<file path="src/aie_pkg.sv">
// package: constants and types for the axis io environment block
// Functional notes
// - jog filter 0.05us, or ignore up to 26ms
// - direction change delays pulses 0.2ms or 0.5us in pulse modes 0-3
// - interrupt pin low on pending unless masked
// - routing bit moves start to position-change pin
// - start, position-change status and override select
// - pin 0: input, output, accel flag, one-shot
// - pin 1: input, output, decel flag, one-shot
// - pin 2: input, output, constant-speed flag low/high
// - pins 3-7: comparator match low or high
// - pin 0/1 polarity bits select flag logic
// - encoder filter 0.05us or 0.15us
// - pulser filter 0.05us or 0.15us
// - encoder decode 1x, 2x, 4x, two-pulse
// - encoder direction bit swaps count sense
// - index polarity bit, count on activation
// - pulser decode 1x, 2x, 4x, two-pulse
// - pulser direction bit swaps count sense
// - stop-event flag set at stop when enabled
// - pulse mask hides output, counting continues
// - own-axis wait term honoured only when included
// - encoder disable ignores phases, no errors
// - pulser disable ignores phases, no errors
// - sync mode 11b waits for masked axes
package aie_pkg;
  // register byte offsets and reset values
  localparam logic [7:0]  ENV2_OFS   = 8'h88;
  localparam logic [7:0]  ENV1_OFS   = 8'h8c;
  localparam logic [31:0] ENV_RESET  = 32'h0000_0000;
  // first environment register fields
  localparam int PMD_LSB  = 0;
  localparam int PCSL_BIT = 24;
  localparam int DRF_BIT  = 27;
  localparam int DIR_CHANGE_DELAY_SEL_BIT = 28;
  localparam int IRQ_PIN_MASK_BIT = 29;
  localparam int GO_ROUTING_SEL_BIT = 30;
  // second environment register fields
  localparam int P0L_BIT  = 16;
  localparam int P1L_BIT  = 17;
  localparam int ENCODER_FILTER_SEL_BIT = 18;
  localparam int PULSER_FILTER_SEL_BIT = 19;
  localparam int EIM_LSB  = 20;
  localparam int ENCODER_COUNT_DIR_BIT = 22;
  localparam int EZL_BIT  = 23;
  localparam int PIM_LSB  = 24;
  localparam int PULSER_COUNT_DIR_BIT = 26;
  localparam int STOP_EVENT_ENABLE_BIT = 27;
  localparam int COMMAND_PULSE_MASK_BIT = 28;
  localparam int SELF_WAIT_INCLUDE_BIT = 29;
  localparam int ENCODER_INPUT_DISABLE_BIT = 30;
  localparam int PULSER_INPUT_DISABLE_BIT = 31;
  // pin function and decode codes
  localparam logic [1:0] FN_IN   = 2'h0;
  localparam logic [1:0] FN_OUT  = 2'h1;
  localparam logic [1:0] FN_NEG  = 2'h2;
  localparam logic [1:0] FN_POS  = 2'h3;
  localparam logic [1:0] DEC_X1  = 2'h0;
  localparam logic [1:0] DEC_X2  = 2'h1;
  localparam logic [1:0] DEC_X4  = 2'h2;
  localparam logic [1:0] DEC_TWO = 2'h3;
  localparam logic [1:0] SYNC_WAIT = 2'h3;
  localparam logic [2:0] PMD_LAST_DIR = 3'h3;
  // filtered pin vector indices
  localparam int IX_EA = 4;
  localparam int IX_EB = 3;
  localparam int IX_EZ = 2;
  localparam int IX_PA = 1;
  localparam int IX_PB = 0;
  localparam int IX_JOG_LO = 5;
  // times in ns and derived cycle counts
  localparam int unsigned CLK_NS      = 8;
  localparam int unsigned FAST_NS     = 50;
  localparam int unsigned SLOW_NS     = 150;
  localparam int unsigned JOG_IGN_NS  = 26_000_000;
  localparam int unsigned DLY_LONG_NS = 200_000;
  localparam int unsigned DLY_SHRT_NS = 500;
  localparam int unsigned FAST_CYC = (FAST_NS + CLK_NS - 1) / CLK_NS;
  localparam int unsigned SLOW_CYC = (SLOW_NS + CLK_NS - 1) / CLK_NS;
  localparam int unsigned JOG_CYC  = JOG_IGN_NS / CLK_NS + 1;
  localparam int unsigned LONG_CYC = (DLY_LONG_NS + CLK_NS - 1) / CLK_NS;
  localparam int unsigned SHRT_CYC = (DLY_SHRT_NS + CLK_NS - 1) / CLK_NS;
  localparam int CNT_W = 22;
  // raw field inputs, synchronised and filtered inside the block
  typedef struct packed {
    logic dr_p, dr_m, pe, ea, eb, ez, pa, pb;
  } aie_pins_t;
  // all state of the block
  typedef struct packed {
    logic [31:0]            env1, env2, rdata;
    logic [7:0]             s1, s2, filt, gs1, gs2, gpo, gpoe;
    logic [7:0][CNT_W-1:0]  cnt;
    logic [1:0]             cs1, cs2;
    logic [CNT_W-1:0]       dly;
    logic                   dir_prev, int_n, pout, pcnt, stop_flag;
    logic                   enc_up, enc_dn, enc_err, idx_evt;
    logic                   pul_up, pul_dn, pul_err;
    logic                   go_st, pcs_st, ovr, sync_ok;
  } aie_state_t;
endpackage

</file>
<file path="src/aie_axis_env.sv">
// module: per-axis io environment, filters, decoders and pin functions
`timescale 1ns/1ps
module aie_axis_env #(
  parameter int unsigned JOG_IGNORE_CYC = aie_pkg::JOG_CYC,
  parameter int unsigned DIR_LONG_CYC   = aie_pkg::LONG_CYC,
  parameter logic [1:0]  OWN_AXIS       = 2'h0
) (
  // clock and reset
  input  wire logic              clk,
  input  wire logic              resetn,
  // register port
  input  wire logic [7:0]        reg_addr,
  input  wire logic [31:0]       reg_wdata,
  input  wire logic              reg_wr,
  input  wire logic              reg_rd,
  output logic      [31:0]       reg_rdata,
  // field pins
  input  wire aie_pkg::aie_pins_t field_in,
  input  wire logic              common_go_input,
  input  wire logic              position_change_input_pin,
  input  wire logic [7:0]        gpio_i,
  output logic      [7:0]        gpio_o,
  output logic      [7:0]        gpio_oe,
  output logic                   int_n,
  // pulse generator side
  input  wire logic              cmd_pulse_in,
  input  wire logic              cmd_dir,
  output logic                   cmd_pulse_out,
  output logic                   cmd_count_pulse,
  // status and start control
  input  wire logic              irq_pending,
  input  wire logic              op_stop,
  input  wire logic              stop_flag_clr,
  input  wire logic              position_change_override_sel,
  output logic                   stop_event_flag,
  output logic                   go_status_bit,
  output logic                   position_change_status_bit,
  output logic                   pcs_override_en,
  input  wire logic [1:0]        sync_start_mode,
  input  wire logic [3:0]        wait_mask,
  input  wire logic [3:0]        axis_stopped,
  output logic                   sync_start_ok,
  // pin function sources
  input  wire logic              accel_phase_flag,
  input  wire logic              decel_phase_flag,
  input  wire logic              const_speed_flag,
  input  wire logic [4:0]        cmp_match,
  input  wire logic [7:0]        gpio_out_data,
  input  wire logic              oneshot_pulse,
  output logic      [7:0]        gpio_in_data,
  // decoded counts and filtered jog pins
  output logic                   enc_up,
  output logic                   enc_dn,
  output logic                   enc_err,
  output logic                   idx_event,
  output logic                   pul_up,
  output logic                   pul_dn,
  output logic                   pul_err,
  output logic      [2:0]        jog_filtered
);
  localparam int CNT_W = aie_pkg::CNT_W;  // filter and delay counter width
  aie_pkg::aie_state_t q;
  aie_pkg::aie_state_t d;
  logic                hold;
  logic                dir_chg;
  logic                pcs_act;
  logic [3:0]          wait_ok;

  ////////////////////////////////////////////////////////////////////////
  // quadrature and two-pulse decoder: returns {err, down, up}
  function automatic logic [2:0] quad_dec(input logic [1:0] p,
                                          input logic [1:0] c,
                                          input logic [1:0] mode,
                                          input logic       swap);
    logic fwd;
    logic rev;
    logic up;
    logic dn;
    logic err;
    fwd = (p == 2'h0 && c == 2'h2) || (p == 2'h2 && c == 2'h3) ||
          (p == 2'h3 && c == 2'h1) || (p == 2'h1 && c == 2'h0);
    rev = (c == 2'h0 && p == 2'h2) || (c == 2'h2 && p == 2'h3) ||
          (c == 2'h3 && p == 2'h1) || (c == 2'h1 && p == 2'h0);
    err = ((p ^ c) == 2'h3) && (mode != aie_pkg::DEC_TWO);
    unique case (mode)
      aie_pkg::DEC_X1: begin
        // a edges with b low only
        up = ~p[1] & c[1] & ~c[0];
        dn = p[1] & ~c[1] & ~c[0];
      end
      aie_pkg::DEC_X2: begin
        up = fwd & (p[1] ^ c[1]);
        dn = rev & (p[1] ^ c[1]);
      end
      aie_pkg::DEC_X4: begin
        up = fwd;
        dn = rev;
      end
      aie_pkg::DEC_TWO: begin
        // a rises count up, b rises count down
        up = ~p[1] & c[1];
        dn = ~p[0] & c[0];
      end
    endcase
    return swap ? {err, up, dn} : {err, dn, up};
  endfunction

  ////////////////////////////////////////////////////////////////////////
  // combinational helpers
  always_comb begin
    dir_chg = (cmd_dir != q.dir_prev) &&
              (q.env1[aie_pkg::PMD_LSB +: 3] <= aie_pkg::PMD_LAST_DIR);
    hold    = dir_chg || (q.dly != '0);
    // position-change pin in programmed logic
    pcs_act = ~(q.cs2[0] ^ q.env1[aie_pkg::PCSL_BIT]);
    for (int i = 0; i < 4; i++) begin
      // own axis counts only when it is included
      wait_ok[i] = ~wait_mask[i] | (axis_stopped[i] &
                   ((OWN_AXIS != 2'(i)) | q.env2[aie_pkg::SELF_WAIT_INCLUDE_BIT]));
    end
  end

  ////////////////////////////////////////////////////////////////////////
  // next-state logic
  always_comb begin
    logic [CNT_W-1:0] thr;
    logic [2:0]       e;
    logic [2:0]       p;
    logic [1:0]       fn;
    logic             v;
    thr = '0;
    e   = '0;
    p   = '0;
    fn  = '0;
    v   = 1'b0;
    d   = q;
    // register writes and reads
    if (reg_wr && reg_addr == aie_pkg::ENV1_OFS) begin
      d.env1 = reg_wdata;
    end
    if (reg_wr && reg_addr == aie_pkg::ENV2_OFS) begin
      d.env2 = reg_wdata;
    end
    if (reg_rd) begin
      d.rdata = (reg_addr == aie_pkg::ENV1_OFS) ? q.env1 :
                (reg_addr == aie_pkg::ENV2_OFS) ? q.env2 : '0;
    end
    // two-stage synchronisers
    d.s1  = field_in;
    d.s2  = q.s1;
    d.gs1 = gpio_i;
    d.gs2 = q.gs1;
    d.cs1 = {common_go_input, position_change_input_pin};
    d.cs2 = q.cs1;
    // noise filters: accept a level once stable long enough
    for (int i = 0; i < 8; i++) begin
      if (i >= aie_pkg::IX_JOG_LO) begin
        thr = q.env1[aie_pkg::DRF_BIT] ? CNT_W'(JOG_IGNORE_CYC) :
              CNT_W'(aie_pkg::FAST_CYC);
      end else if (i >= aie_pkg::IX_EZ) begin
        thr = q.env2[aie_pkg::ENCODER_FILTER_SEL_BIT] ? CNT_W'(aie_pkg::SLOW_CYC) :
              CNT_W'(aie_pkg::FAST_CYC);
      end else begin
        thr = q.env2[aie_pkg::PULSER_FILTER_SEL_BIT] ? CNT_W'(aie_pkg::SLOW_CYC) :
              CNT_W'(aie_pkg::FAST_CYC);
      end
      if (q.s2[i] == q.filt[i]) begin
        d.cnt[i] = '0;
      end else if (q.cnt[i] >= thr - CNT_W'(1)) begin
        d.filt[i] = q.s2[i];
        d.cnt[i]  = '0;
      end else begin
        d.cnt[i] = q.cnt[i] + CNT_W'(1);
      end
    end
    // encoder and pulser decoding on filtered phases
    e = quad_dec({q.filt[aie_pkg::IX_EA], q.filt[aie_pkg::IX_EB]},
                 {d.filt[aie_pkg::IX_EA], d.filt[aie_pkg::IX_EB]},
                 q.env2[aie_pkg::EIM_LSB +: 2],
                 q.env2[aie_pkg::ENCODER_COUNT_DIR_BIT]);
    p = quad_dec({q.filt[aie_pkg::IX_PA], q.filt[aie_pkg::IX_PB]},
                 {d.filt[aie_pkg::IX_PA], d.filt[aie_pkg::IX_PB]},
                 q.env2[aie_pkg::PIM_LSB +: 2],
                 q.env2[aie_pkg::PULSER_COUNT_DIR_BIT]);
    if (q.env2[aie_pkg::ENCODER_INPUT_DISABLE_BIT]) begin
      e = '0;
    end
    if (q.env2[aie_pkg::PULSER_INPUT_DISABLE_BIT]) begin
      p = '0;
    end
    {d.enc_err, d.enc_dn, d.enc_up} = e;
    {d.pul_err, d.pul_dn, d.pul_up} = p;
    // index: event on inactive to active
    d.idx_evt = ~(q.filt[aie_pkg::IX_EZ] ~^ q.env2[aie_pkg::EZL_BIT]) &
                (d.filt[aie_pkg::IX_EZ] ~^ q.env2[aie_pkg::EZL_BIT]);
    // direction-change delay for step/direction formats
    d.dir_prev = cmd_dir;
    if (dir_chg) begin
      d.dly = q.env1[aie_pkg::DIR_CHANGE_DELAY_SEL_BIT] ? CNT_W'(aie_pkg::SHRT_CYC) :
              CNT_W'(DIR_LONG_CYC);
    end else if (q.dly != '0) begin
      d.dly = q.dly - CNT_W'(1);
    end
    d.pcnt = cmd_pulse_in & ~hold;
    d.pout = cmd_pulse_in & ~hold & ~q.env2[aie_pkg::COMMAND_PULSE_MASK_BIT];
    // interrupt pin
    d.int_n = ~(irq_pending & ~q.env1[aie_pkg::IRQ_PIN_MASK_BIT]);
    // stop event flag: a stop beats a clear in the same cycle
    if (op_stop && q.env2[aie_pkg::STOP_EVENT_ENABLE_BIT]) begin
      d.stop_flag = 1'b1;
    end else if (stop_flag_clr) begin
      d.stop_flag = 1'b0;
    end
    // start routing and status
    d.go_st  = q.env1[aie_pkg::GO_ROUTING_SEL_BIT] ? pcs_act : ~q.cs2[1];
    d.pcs_st = pcs_act;
    d.ovr    = position_change_override_sel & pcs_act;
    d.sync_ok = (sync_start_mode == aie_pkg::SYNC_WAIT) && (&wait_ok);
    // general pins
    for (int i = 0; i < 8; i++) begin
      fn = q.env2[2*i +: 2];
      unique case (i)
        0: v = (fn == aie_pkg::FN_NEG) ? accel_phase_flag : oneshot_pulse;
        1: v = (fn == aie_pkg::FN_NEG) ? decel_phase_flag : oneshot_pulse;
        2: v = const_speed_flag;
        default: v = cmp_match[i-3];
      endcase
      if (i < 2) begin
        v = ~(v ^ q.env2[aie_pkg::P0L_BIT + i]);
      end else begin
        v = (fn == aie_pkg::FN_POS) ? v : ~v;
      end
      d.gpo[i]  = (fn == aie_pkg::FN_OUT) ? gpio_out_data[i] : v;
      d.gpoe[i] = (fn != aie_pkg::FN_IN);
    end
  end

  ////////////////////////////////////////////////////////////////////////
  // state register
  always_ff @(posedge clk or negedge resetn) begin
    if (!resetn) begin
      q       <= '0;
      q.env1  <= aie_pkg::ENV_RESET;
      q.env2  <= aie_pkg::ENV_RESET;
      q.int_n <= 1'b1;
    end else begin
      q <= d;
    end
  end

  ////////////////////////////////////////////////////////////////////////
  // outputs
  assign reg_rdata       = q.rdata;
  assign gpio_o          = q.gpo;
  assign gpio_oe         = q.gpoe;
  assign gpio_in_data    = q.gs2;
  assign int_n           = q.int_n;
  assign cmd_pulse_out   = q.pout;
  assign cmd_count_pulse = q.pcnt;
  assign stop_event_flag = q.stop_flag;
  assign go_status_bit   = q.go_st;
  assign position_change_status_bit = q.pcs_st;
  assign pcs_override_en = q.ovr;
  assign sync_start_ok   = q.sync_ok;
  assign enc_up          = q.enc_up;
  assign enc_dn          = q.enc_dn;
  assign enc_err         = q.enc_err;
  assign idx_event       = q.idx_evt;
  assign pul_up          = q.pul_up;
  assign pul_dn          = q.pul_dn;
  assign pul_err         = q.pul_err;
  assign jog_filtered    = q.filt[7:5];
endmodule

</file>
<file path="config.mk">
export PLATFORM = sky130hd
export DESIGN_NAME = aie_axis_env
export DESIGN_NICKNAME = d
export VERILOG_FILES = /design/src/aie_pkg.sv /design/src/aie_axis_env.sv
export SDC_FILE = /design/constraint.sdc
export NUM_CORES = 1
export LEC_CHECK = 0
export BUFFER_PORTS_ARGS = -buffer_cell sky130_fd_sc_hd__buf_2
export CAP_MARGIN = 20
export CORE_MARGIN = 2
export CORE_UTILIZATION = 60
export CTS_BUF_LIST = sky130_fd_sc_hd__clkbuf_8
export DETAILED_ROUTE_END_ITERATION = 12
export PLACE_DENSITY = 0.87
export SYNTH_ARGS = -nofsm -noshare
export SYNTH_HDL_FRONTEND = slang
export SYNTH_SLANG_ARGS = --single-unit
</file>
<file path="constraint.sdc">
create_clock -name clk -period 3.9 [get_ports clk]
set_input_delay 0.585 -clock clk [delete_from_list [all_inputs] [get_ports clk]]
set_output_delay 0.585 -clock clk [all_outputs]
set_load 0.01 [all_outputs]
</file>
==> results by group, run 1 <==
Critical path
  – Reg2Reg Launch Point: q[365]
  – CP arrival: 3.57 ns
  – Startpoint Class: flip-flop
  – CP cell instances: inv_1 -> buf_4 -> ha_1 -> or4b_1 -> a21boi_1 -> o31ai_1 -> a21oi_1 -> o31ai_1 -> a211oi_2 -> buf_4 -> nor3_1
  – CP required: between 4 and 5 ns
  – Worst path max stage delay: 0.48 ns
  – Slowest stage cell on the critical path: a211oi_2
  – Crit. Startpoint: q[365]
  – CP max FO: 32
  – Crit end category: flip-flop
  – Critical path class: reg -> reg

Outcome
  – Status: finished clean

Timing
  – Unrepaired setup endpoints after global routing: false
  – Tmin final: between 3 and 4 ns
  – Setup TNS: 0 ns
  – Tcrit/Tclk final: slightly below 80%
  – Fmax: 323.1 MHz
  – Worst Tran Pin Value: between 0.7 and 0.8 ns
  – Fin. Hold Viols: 0
  – Slew margin rel.: between 40% and 50%
  – Setup violations, final: 0
  – Slew Viols, Final: 0
  – WHS: a little over 0.04 ns
  – Fin Clk Skew: 0.03417 ns
  – Setup slack after layout: between 0.8 and 0.9 ns

Power and ir drop
  – Combinational power share: a little under a tenth
  – Reg power frac: between 50% and 60%
  – Net Sw Frac: about a quarter
  – PD cells: 445.0 mW/mm2
  – Leakage: 9.085 nW
  – Clock power frac: about two fifths
  – Switching power total: around 2.1 mW
  – Internal power: between 6 and 7 mW
  – VDD IR max: 0.3451 mV
  – Pwr Total: around 8.2 mW

CTS
  – Max H-tree Level: 2
  – Worst-Skew Late Latency: ~0.61 ns
  – Post-CTS setup buffers: 0
  – CTS clk-pin slew, worst paths: ~0.060 ns
  – Cts repair resizes: 0
  – CTS Sinks: 370
  – Post-CTS Hold Fix Bufs: 0
  – CTS Buffer Depth: 3
  – CTS Buf Count: 57
  – CTS tree: done
  – CTS Root Cell: clkbuf_8

Die
  – Core area: about 0.026 mm2
  – Std-Cell Rows: between 50 and 60
  – Initial Util: 61.48%
  – Die Wd: roughly 170 um
  – Die Y: ~170 um
  – # IOs: about 170
  – Die area: ~0.028 mm2

Route
  – DR iter-0 viols: 626
  – Drt first pass iters: 5
  – Final ANT Viol Nets: 0
  – Vias: 10890
  – Detailed Route WL: 33250 um
  – Vias per inst: approximately 5.5
  – # DRC: 0
  – WL per Instance: roughly 17 um

Global routing
  – Grt ovf: 0
  – GRT Overall Usage: between 20% and 30%
  – Number of global-route vias before repair: 11350
  – Largest net degree at the start of global routing: ~100
  – Met3 Use GR: 3.832%
  – Initial antenna violation count: 1
  – Grt met2 use: a little over two fifths
  – First-pass GRT wire length: roughly 55000 um
  – GR Layer Usage met1: about 30%
  – GRT busiest layer: met2

Synth
  – Xor/xnor share of the synthesized area: ~6.4%
  – Post-Synth Simple-Gate Area: between 10% and 20%
  – Post-synth ARST share: 100.0%
  – Post-synthesis mux area share: 7.735%
  – Area fraction in compound gates after synthesis: 5.436%
  – EDFF count, synth: 0
  – Combinational family with the most area after synthesis: simple AND/OR/NAND/NOR gates
  – Top area cells in the synthesized netlist: dfrtp_1 (57%), ha_1 (4.8%), mux2_1 (4.5%)
  – Yosys cell types: between 60 and 70
  – Post-synthesis sequential area ratio: between 50% and 60%
  – Synth area leader: dfrtp_1
  – Mapped Area: between 0.015 and 0.02 mm2
  – Top cell type's share of synthesized area: 57.31%
  – Synthesized-area fraction occupied by adder cells: ~4.8%
  – Synthesized flop and latch total: between 300 and 400
  – Ys flop type: dfrtp_1
  – Ys Warns: 0
  – Syn_area_per_cell: approximately 12 um2
  – Syn Inst Count: 1379

Placed design
  – RePlAce Congestion: between 0.8 and 0.9
  – DP HPWL: 22090 um
  – Pre-CTS setup slack: a little under 0.9 ns
  – IO buf count: around 170
  – Placed cell areas: 0.01724 mm2

Job
  – # Max-Cap Violations: 0

Layout
  – Share of layout cells above drive strength 1: around 17%
  – NumNets Final: around 1800
  – Syn-to-layout area delta: 14.45%
  – Fillers: 1752
  – Register area: 0.009260 mm2
  – Final instance area: between 0.015 and 0.02 mm2
  – Area taken by multi-input logic gates: around 0.0063 mm2

Worst hold path
  – HP Class: in -> async
[kinds of logic after synthesis]
| family | Yosys count |
|---|---|
| simple gates | 410 |
| other cells | 1 |
| mux | 116 |
| buf+inv | 166 |
| xor+xnor | 118 |
| compound gates | 136 |
| fa+ha+maj | 62 |
| flops | 370 |
[worst max-delay path, delay by kind of cell (launching register included)]
| kind | cells | cell delay, ns |
|---|---|---|
| flops | 1 | 0.45 |
| fa+ha+maj | 1 | 0.32 |
| compound gates | 5 | 0.96 |
| buf+inv | 3 | 0.69 |
| simple gates | 2 | 0.53 |
[worst paths after layout]
check	to	slack, ns	depth (start not counted)
worst min-delay path	d[234]	0.04	1
worst min register to register	q[258]	0.34	0
worst max-delay path	q[160]	0.81	11
min in group clk	d[38]	0.08	1
worst max register to register	q[160]	0.81	11
max in group asynchronous	int_n	3.02	2
[cell usage in the layout, fill, tap and decap left out, types with 4 or more instances in the layout]
master	instances
mux2_1	65
a311oi_1	4
o21ai_1	14
inv_1	87
nor2_1	112
nor3b_1	5
xor2_1	67
and2_1	5
dfrtp_1	369
o21a_1	7
buf_4	12
nand3_1	47
xnor2_1	51
nand2b_1	6
o31ai_1	7
clkbuf_8	74
o22ai_1	33
or2_2	9
or3_1	4
a21o_1	4
buf_12	5
a21oi_1	25
a31oi_1	6
a21boi_1	4
mux2i_1	48
nor3_1	64
buf_2	167
and3_1	26
o21ai_0	11
ha_1	62
clkinv_2	6
nand2_1	64
conb_1	80
nor4_1	30
or4_1	10
nand4_1	13
[flip-flops by register name, summed over array words and instances (netlist names), 3 cells and up]
| register | flops |
|---|---|
| gpio_o | 8 |
| d | 18 |
| jog_filtered | 3 |
| q | 278 |
| reg_rdata | 32 |
| gpio_in_data | 8 |
| gpio_oe | 8 |
[area by class of cell]
cell class | count | share of cell area (%)
antenna | 2 | 0.02714
clock buffer | 74 | 5.523
clock inverter | 32 | 0.9567
inverter | 65 | 1.323
multi-input combinational | 922 | 34.03
sequential | 370 | 50.22
tap | 335 | 2.273
timing repair buffer | 185 | 5.645
[per-layer routing]
layer | wire [um] | share of wire [%]
met5 | 0 | 0
met1 | 13480 | 41
met4 | 986 | 3.0
met3 | 1357 | 4.1
met2 | 17430 | 52
[per-stage QoR]
stage,util [%],instances
3_5_place_dp,65.79,1877
4_1_cts,70.35,1983
5_1_grt,70.36,1984
2_1_floorplan,-,1458
3_3_place_gp,65.79,1877
6_report,70.37,1985
[cell usage after synthesis, drive strengths merged, types with 4 or more instances]
cell type,n
a311oi,4
nand3,48
a21oi,25
inv,65
nor4,30
nand2b,6
a21boi,4
o31ai,7
nand2,64
nor2,113
xor2,67
and2,5
a21o,4
nor3,64
o21ai,25
mux2i,48
or2,10
dfrtp,369
nor3b,5
and3,26
clkbuf,28
mux2,68
or4,10
buf,73
or3,4
ha,62
xnor2,51
a31oi,6
o21a,7
o22ai,33
nand4,13
[power by group through the flow]
stage,clock [mW],sequential [mW],combinational (mW)
after floorplan,0,4.20,0.508
after global placement,0,4.23,0.729
after detailed placement,0,4.24,0.764
after CTS,3.32,4.18,0.772
after global routing,3.51,4.20,0.862
final,3.26,4.18,0.765
No activity file was read; power rests on OpenSTA's default activity.
==> inputs of run 2 (changes only) <==
--- a/config.mk
+++ b/config.mk
@@ -8,10 +8,10 @@
 export BUFFER_PORTS_ARGS = -buffer_cell sky130_fd_sc_hd__buf_2
 export CAP_MARGIN = 20
 export CORE_MARGIN = 2
-export CORE_UTILIZATION = 60
+export CORE_UTILIZATION = 55
 export CTS_BUF_LIST = sky130_fd_sc_hd__clkbuf_8
 export DETAILED_ROUTE_END_ITERATION = 12
-export PLACE_DENSITY = 0.87
+export PLACE_DENSITY = 0.84
 export SYNTH_ARGS = -nofsm -noshare
 export SYNTH_HDL_FRONTEND = slang
 export SYNTH_SLANG_ARGS = --single-unit
==> constraint.sdc (replaced) <==
create_clock -name clk -period 2.6 [get_ports clk]
set_input_delay 0.39 -clock clk [delete_from_list [all_inputs] [get_ports clk]]
set_output_delay 0.39 -clock clk [all_outputs]
set_load 0.01 [all_outputs]
==> results by group, run 2 (synthesized netlist as in run 1, its figures left out) <==
Critical path
  – CP arrival: 3.12 ns (-0.45 ns)
  – Critical path class: reg -> reg
  – Crit end category: flip-flop
  – Startpoint Class: flip-flop
  – CP required: 3.11 ns (-1.26 ns)
  – CP max FO: 4 (-88%)

Placed design
  – Pre-CTS setup slack: -0.001048 ns (-0.8678 ns)
  – DP HPWL: 22450 um (+1.6%)
  – RePlAce Congestion: 0.8581 (+1.4%)
  – IO buf count: 168 (unchanged)
  – Placed Cells incl. Taps: 1950 (+3.9%)

Timing
  – Fin. Hold Viols: 0 (unchanged)
  – Setup slack after layout: -0.01358 ns (-0.8188 ns)
  – Setup violations, final: 1 (+1)
  – Slew margin rel.: 56.14% (+8.7 points)
  – Fmax: 382.6 MHz (+18%)
  – Tmin final: 2.614 ns (-0.4812 ns)
  – Setup TNS: -0.01358 ns (-0.01358 ns)
  – Worst Tran Pin Value: 0.6518 ns (-0.1366 ns)
  – Tcrit/Tclk final: 100.5% (+21 points)
  – Fin Clk Skew: 0.03153 ns (-0.002638 ns)
  – Unrepaired setup endpoints after global routing: true
  – Slew Viols, Final: 0 (unchanged)

Power and ir drop
  – Reg power frac: 49.4% (-1.6 points)
  – Combinational power share: 10.5% (+1.2 points)
  – PD cells: 649.5 mW/mm2 (+46%)
  – Pwr Total: 12.72 mW (+55%)
  – Clock power frac: 40.2% (+0.5 points)
  – Net Sw Frac: 26.40% (+0.77 points)
  – Internal power: 9.364 mW (+53%)
  – VDD IR max: 0.5137 mV (+49%)
  – Leakage: 9.556 nW (+5.2%)
  – Switching power total: 3.359 mW (+60%)

Layout
  – Fin cells: 2132 (+7.4%)
  – Reg with most FFs: q
  – Share of layout cells above drive strength 1: 20.73% (+3.4 points)
  – Max reg flops: 278 (unchanged)
  – Most common cell after layout, fill and taps aside: dfrtp_1
  – Final Core Density: 68.06% (-2.3 points)
  – NumNets Final: 1855 (+5.5%)
  – Syn-to-layout area delta: 21.58%
  – Fillers: 1961 (+12%)
  – Most frequent cells in the layout: dfrtp_1 (368), buf_2 (167), nor2_1 (112)

Die
  – Core area: 0.02878 mm2 (+9.8%)
  – # IOs: 169 (unchanged)
  – Die Wd: 175.2 um (+4.3%)
  – Std-Cell Rows: 62 (+5.1%)
  – Die area: 0.03068 mm2 (+8.9%)
  – Initial Util: 55.98% (-5.5 points)
  – Die Y: 175.2 um (+4.3%)

CTS
  – CTS tree: done
  – Max H-tree Level: 2 (unchanged)
  – CTS Sinks: 370 (unchanged)
  – CTS Buffer Depth: 3 (unchanged)
  – CTS Root Cell: clkbuf_8
  – Worst-Skew Late Latency: 0.63 ns (+0.02 ns)
  – CTS Buf Count: 60 (+5.3%)
  – CTS clk-pin slew, worst paths: 0.06 ns (about the same)

Global routing
  – Number of global-route vias before repair: 11970 (+5.4%)
  – First-pass GRT wire length: 58260 um (+6.3%)
  – Grt ovf: 0 (unchanged)
  – Initial antenna violation count: 2 (+1)
  – GRT Overall Usage: 23.51% (-0.41 points)
  – Largest net degree at the start of global routing: 71 (-30%)

Route
  – Final ANT Viol Nets: 0 (unchanged)
  – DR iter-0 viols: 645 (+3.0%)
  – WL per Instance: 16.93 um (+1.1%)
  – Drt first pass iters: 5 (unchanged)
  – Vias per inst: 5.365 (-2.2%)
  – # DRC: 0 (unchanged)
  – Vias: 11440 (+5.1%)
  – Detailed Route WL: 36100 um (+8.6%)

Outcome
  – Failing checks: negative setup slack
  – Status: finished with violations

Job
  – # Max-Cap Violations: 0 (unchanged)

Worst hold path
  – HP Class: in -> reg
==> run 2: changes by cell type in the layout (fill, tap and decap cells not counted), moves of 3 or more <==
cell	delta
dlygate4sd3_1	+59
nor4_2	+3
buf_6	+4
nor3_2	+8
a21oi_2	+3
inv_1	-5
nor3_1	-8
a21oi_1	-3
nor4_1	-4
clkinv_2	+5
buf_4	+32
==> run 2: metal layers <==
metal / wire length (um) / vias up / GRT usage, %
met4: 1789 / 0 / 12.40
met3: 1543 / 124 / 3.938
met2: 18490 / 346 / 40.63
met5: 0 / - / 0
met1: 14270 / 5670 / 28.30
li1: - / 5298 / -
==> run 2: critical path, stage by stage, from the launching register on <==
cell	delay [ns]
dfrtp_1	0.42
ha_1	0.29
o21a_1	0.12
o311a_4	0.38
nor4_4	0.27
nor2_2	0.07
inv_1	0.08
ha_2	0.18
nand3_2	0.08
o21ai_1	0.11
a31oi_1	0.05
a32oi_1	0.22
nor2_1	0.07
a311oi_1	0.20
==> run 2: per-stage QoR <==
step                cell area, um2  hold WS [ns]
finish                       19590       0.02514
global placement             17490        0.3282
global route                 19590      0.004826
CTS                          19350      0.004834
floorplan                    16440       0.09441
detailed placement           17490        0.3291
==> run 2: final timing paths <==
| path | cells after the start | end | start | slack [ns] |
|---|---|---|---|---|
| setup / recovery | 13 | pul_dn | q[325] | -0.01 |
| hold / removal | 2 | q[347] | reg_wdata[9] | 0.03 |
| setup reg to reg | 13 | pul_dn | q[325] | -0.01 |
| hold reg to reg | 0 | q[258] | d[258] | 0.34 |
| max in group asynchronous | 3 | q[68] | resetn | 1.57 |
| min in group asynchronous | 2 | q[75] | resetn | 0.28 |
==> run 2: what timing repair did <==
action,in CTS,in global routing
hold buffers,59,0
setup buffers,1,10
gates resized for setup,3,34
pin swaps,3,17
endpoints found under the setup margin,3,14
hold endpoints to repair,121,0
==> run 2: layout make-up <==
| class | instances | area (um2) | share of cell area (%) |
|---|---|---|---|
| Inverter | 65 | 247.7 | 1.265 |
| Clock buffer | 76 | 1046 | 5.340 |
| Multi-Input combinational cell | 922 | 6451 | 32.93 |
| Clock inverter | 34 | 200.2 | 1.022 |
| Antenna cell | 2 | 5.005 | 0.02555 |
| Tap cell | 384 | 480.5 | 2.453 |
| Sequential cell | 370 | 9261 | 47.28 |
| Timing Repair Buffer | 279 | 1897 | 9.683 |
==> run 2: power groups by stage <==
| stage | Combinational, mW | Sequential (mW) | Clock, mW |
|---|---|---|---|
| 6_report | 1.33 | 6.28 | 5.11 |
| 5_1_grt | 1.48 | 6.31 | 5.49 |
| 4_1_cts | 1.27 | 6.27 | 5.18 |
| 3_5_place_dp | 1.18 | 6.37 | 0 |
| 3_3_place_gp | 1.14 | 6.35 | 0 |
| 2_1_floorplan | 0.784 | 6.30 | 0 |
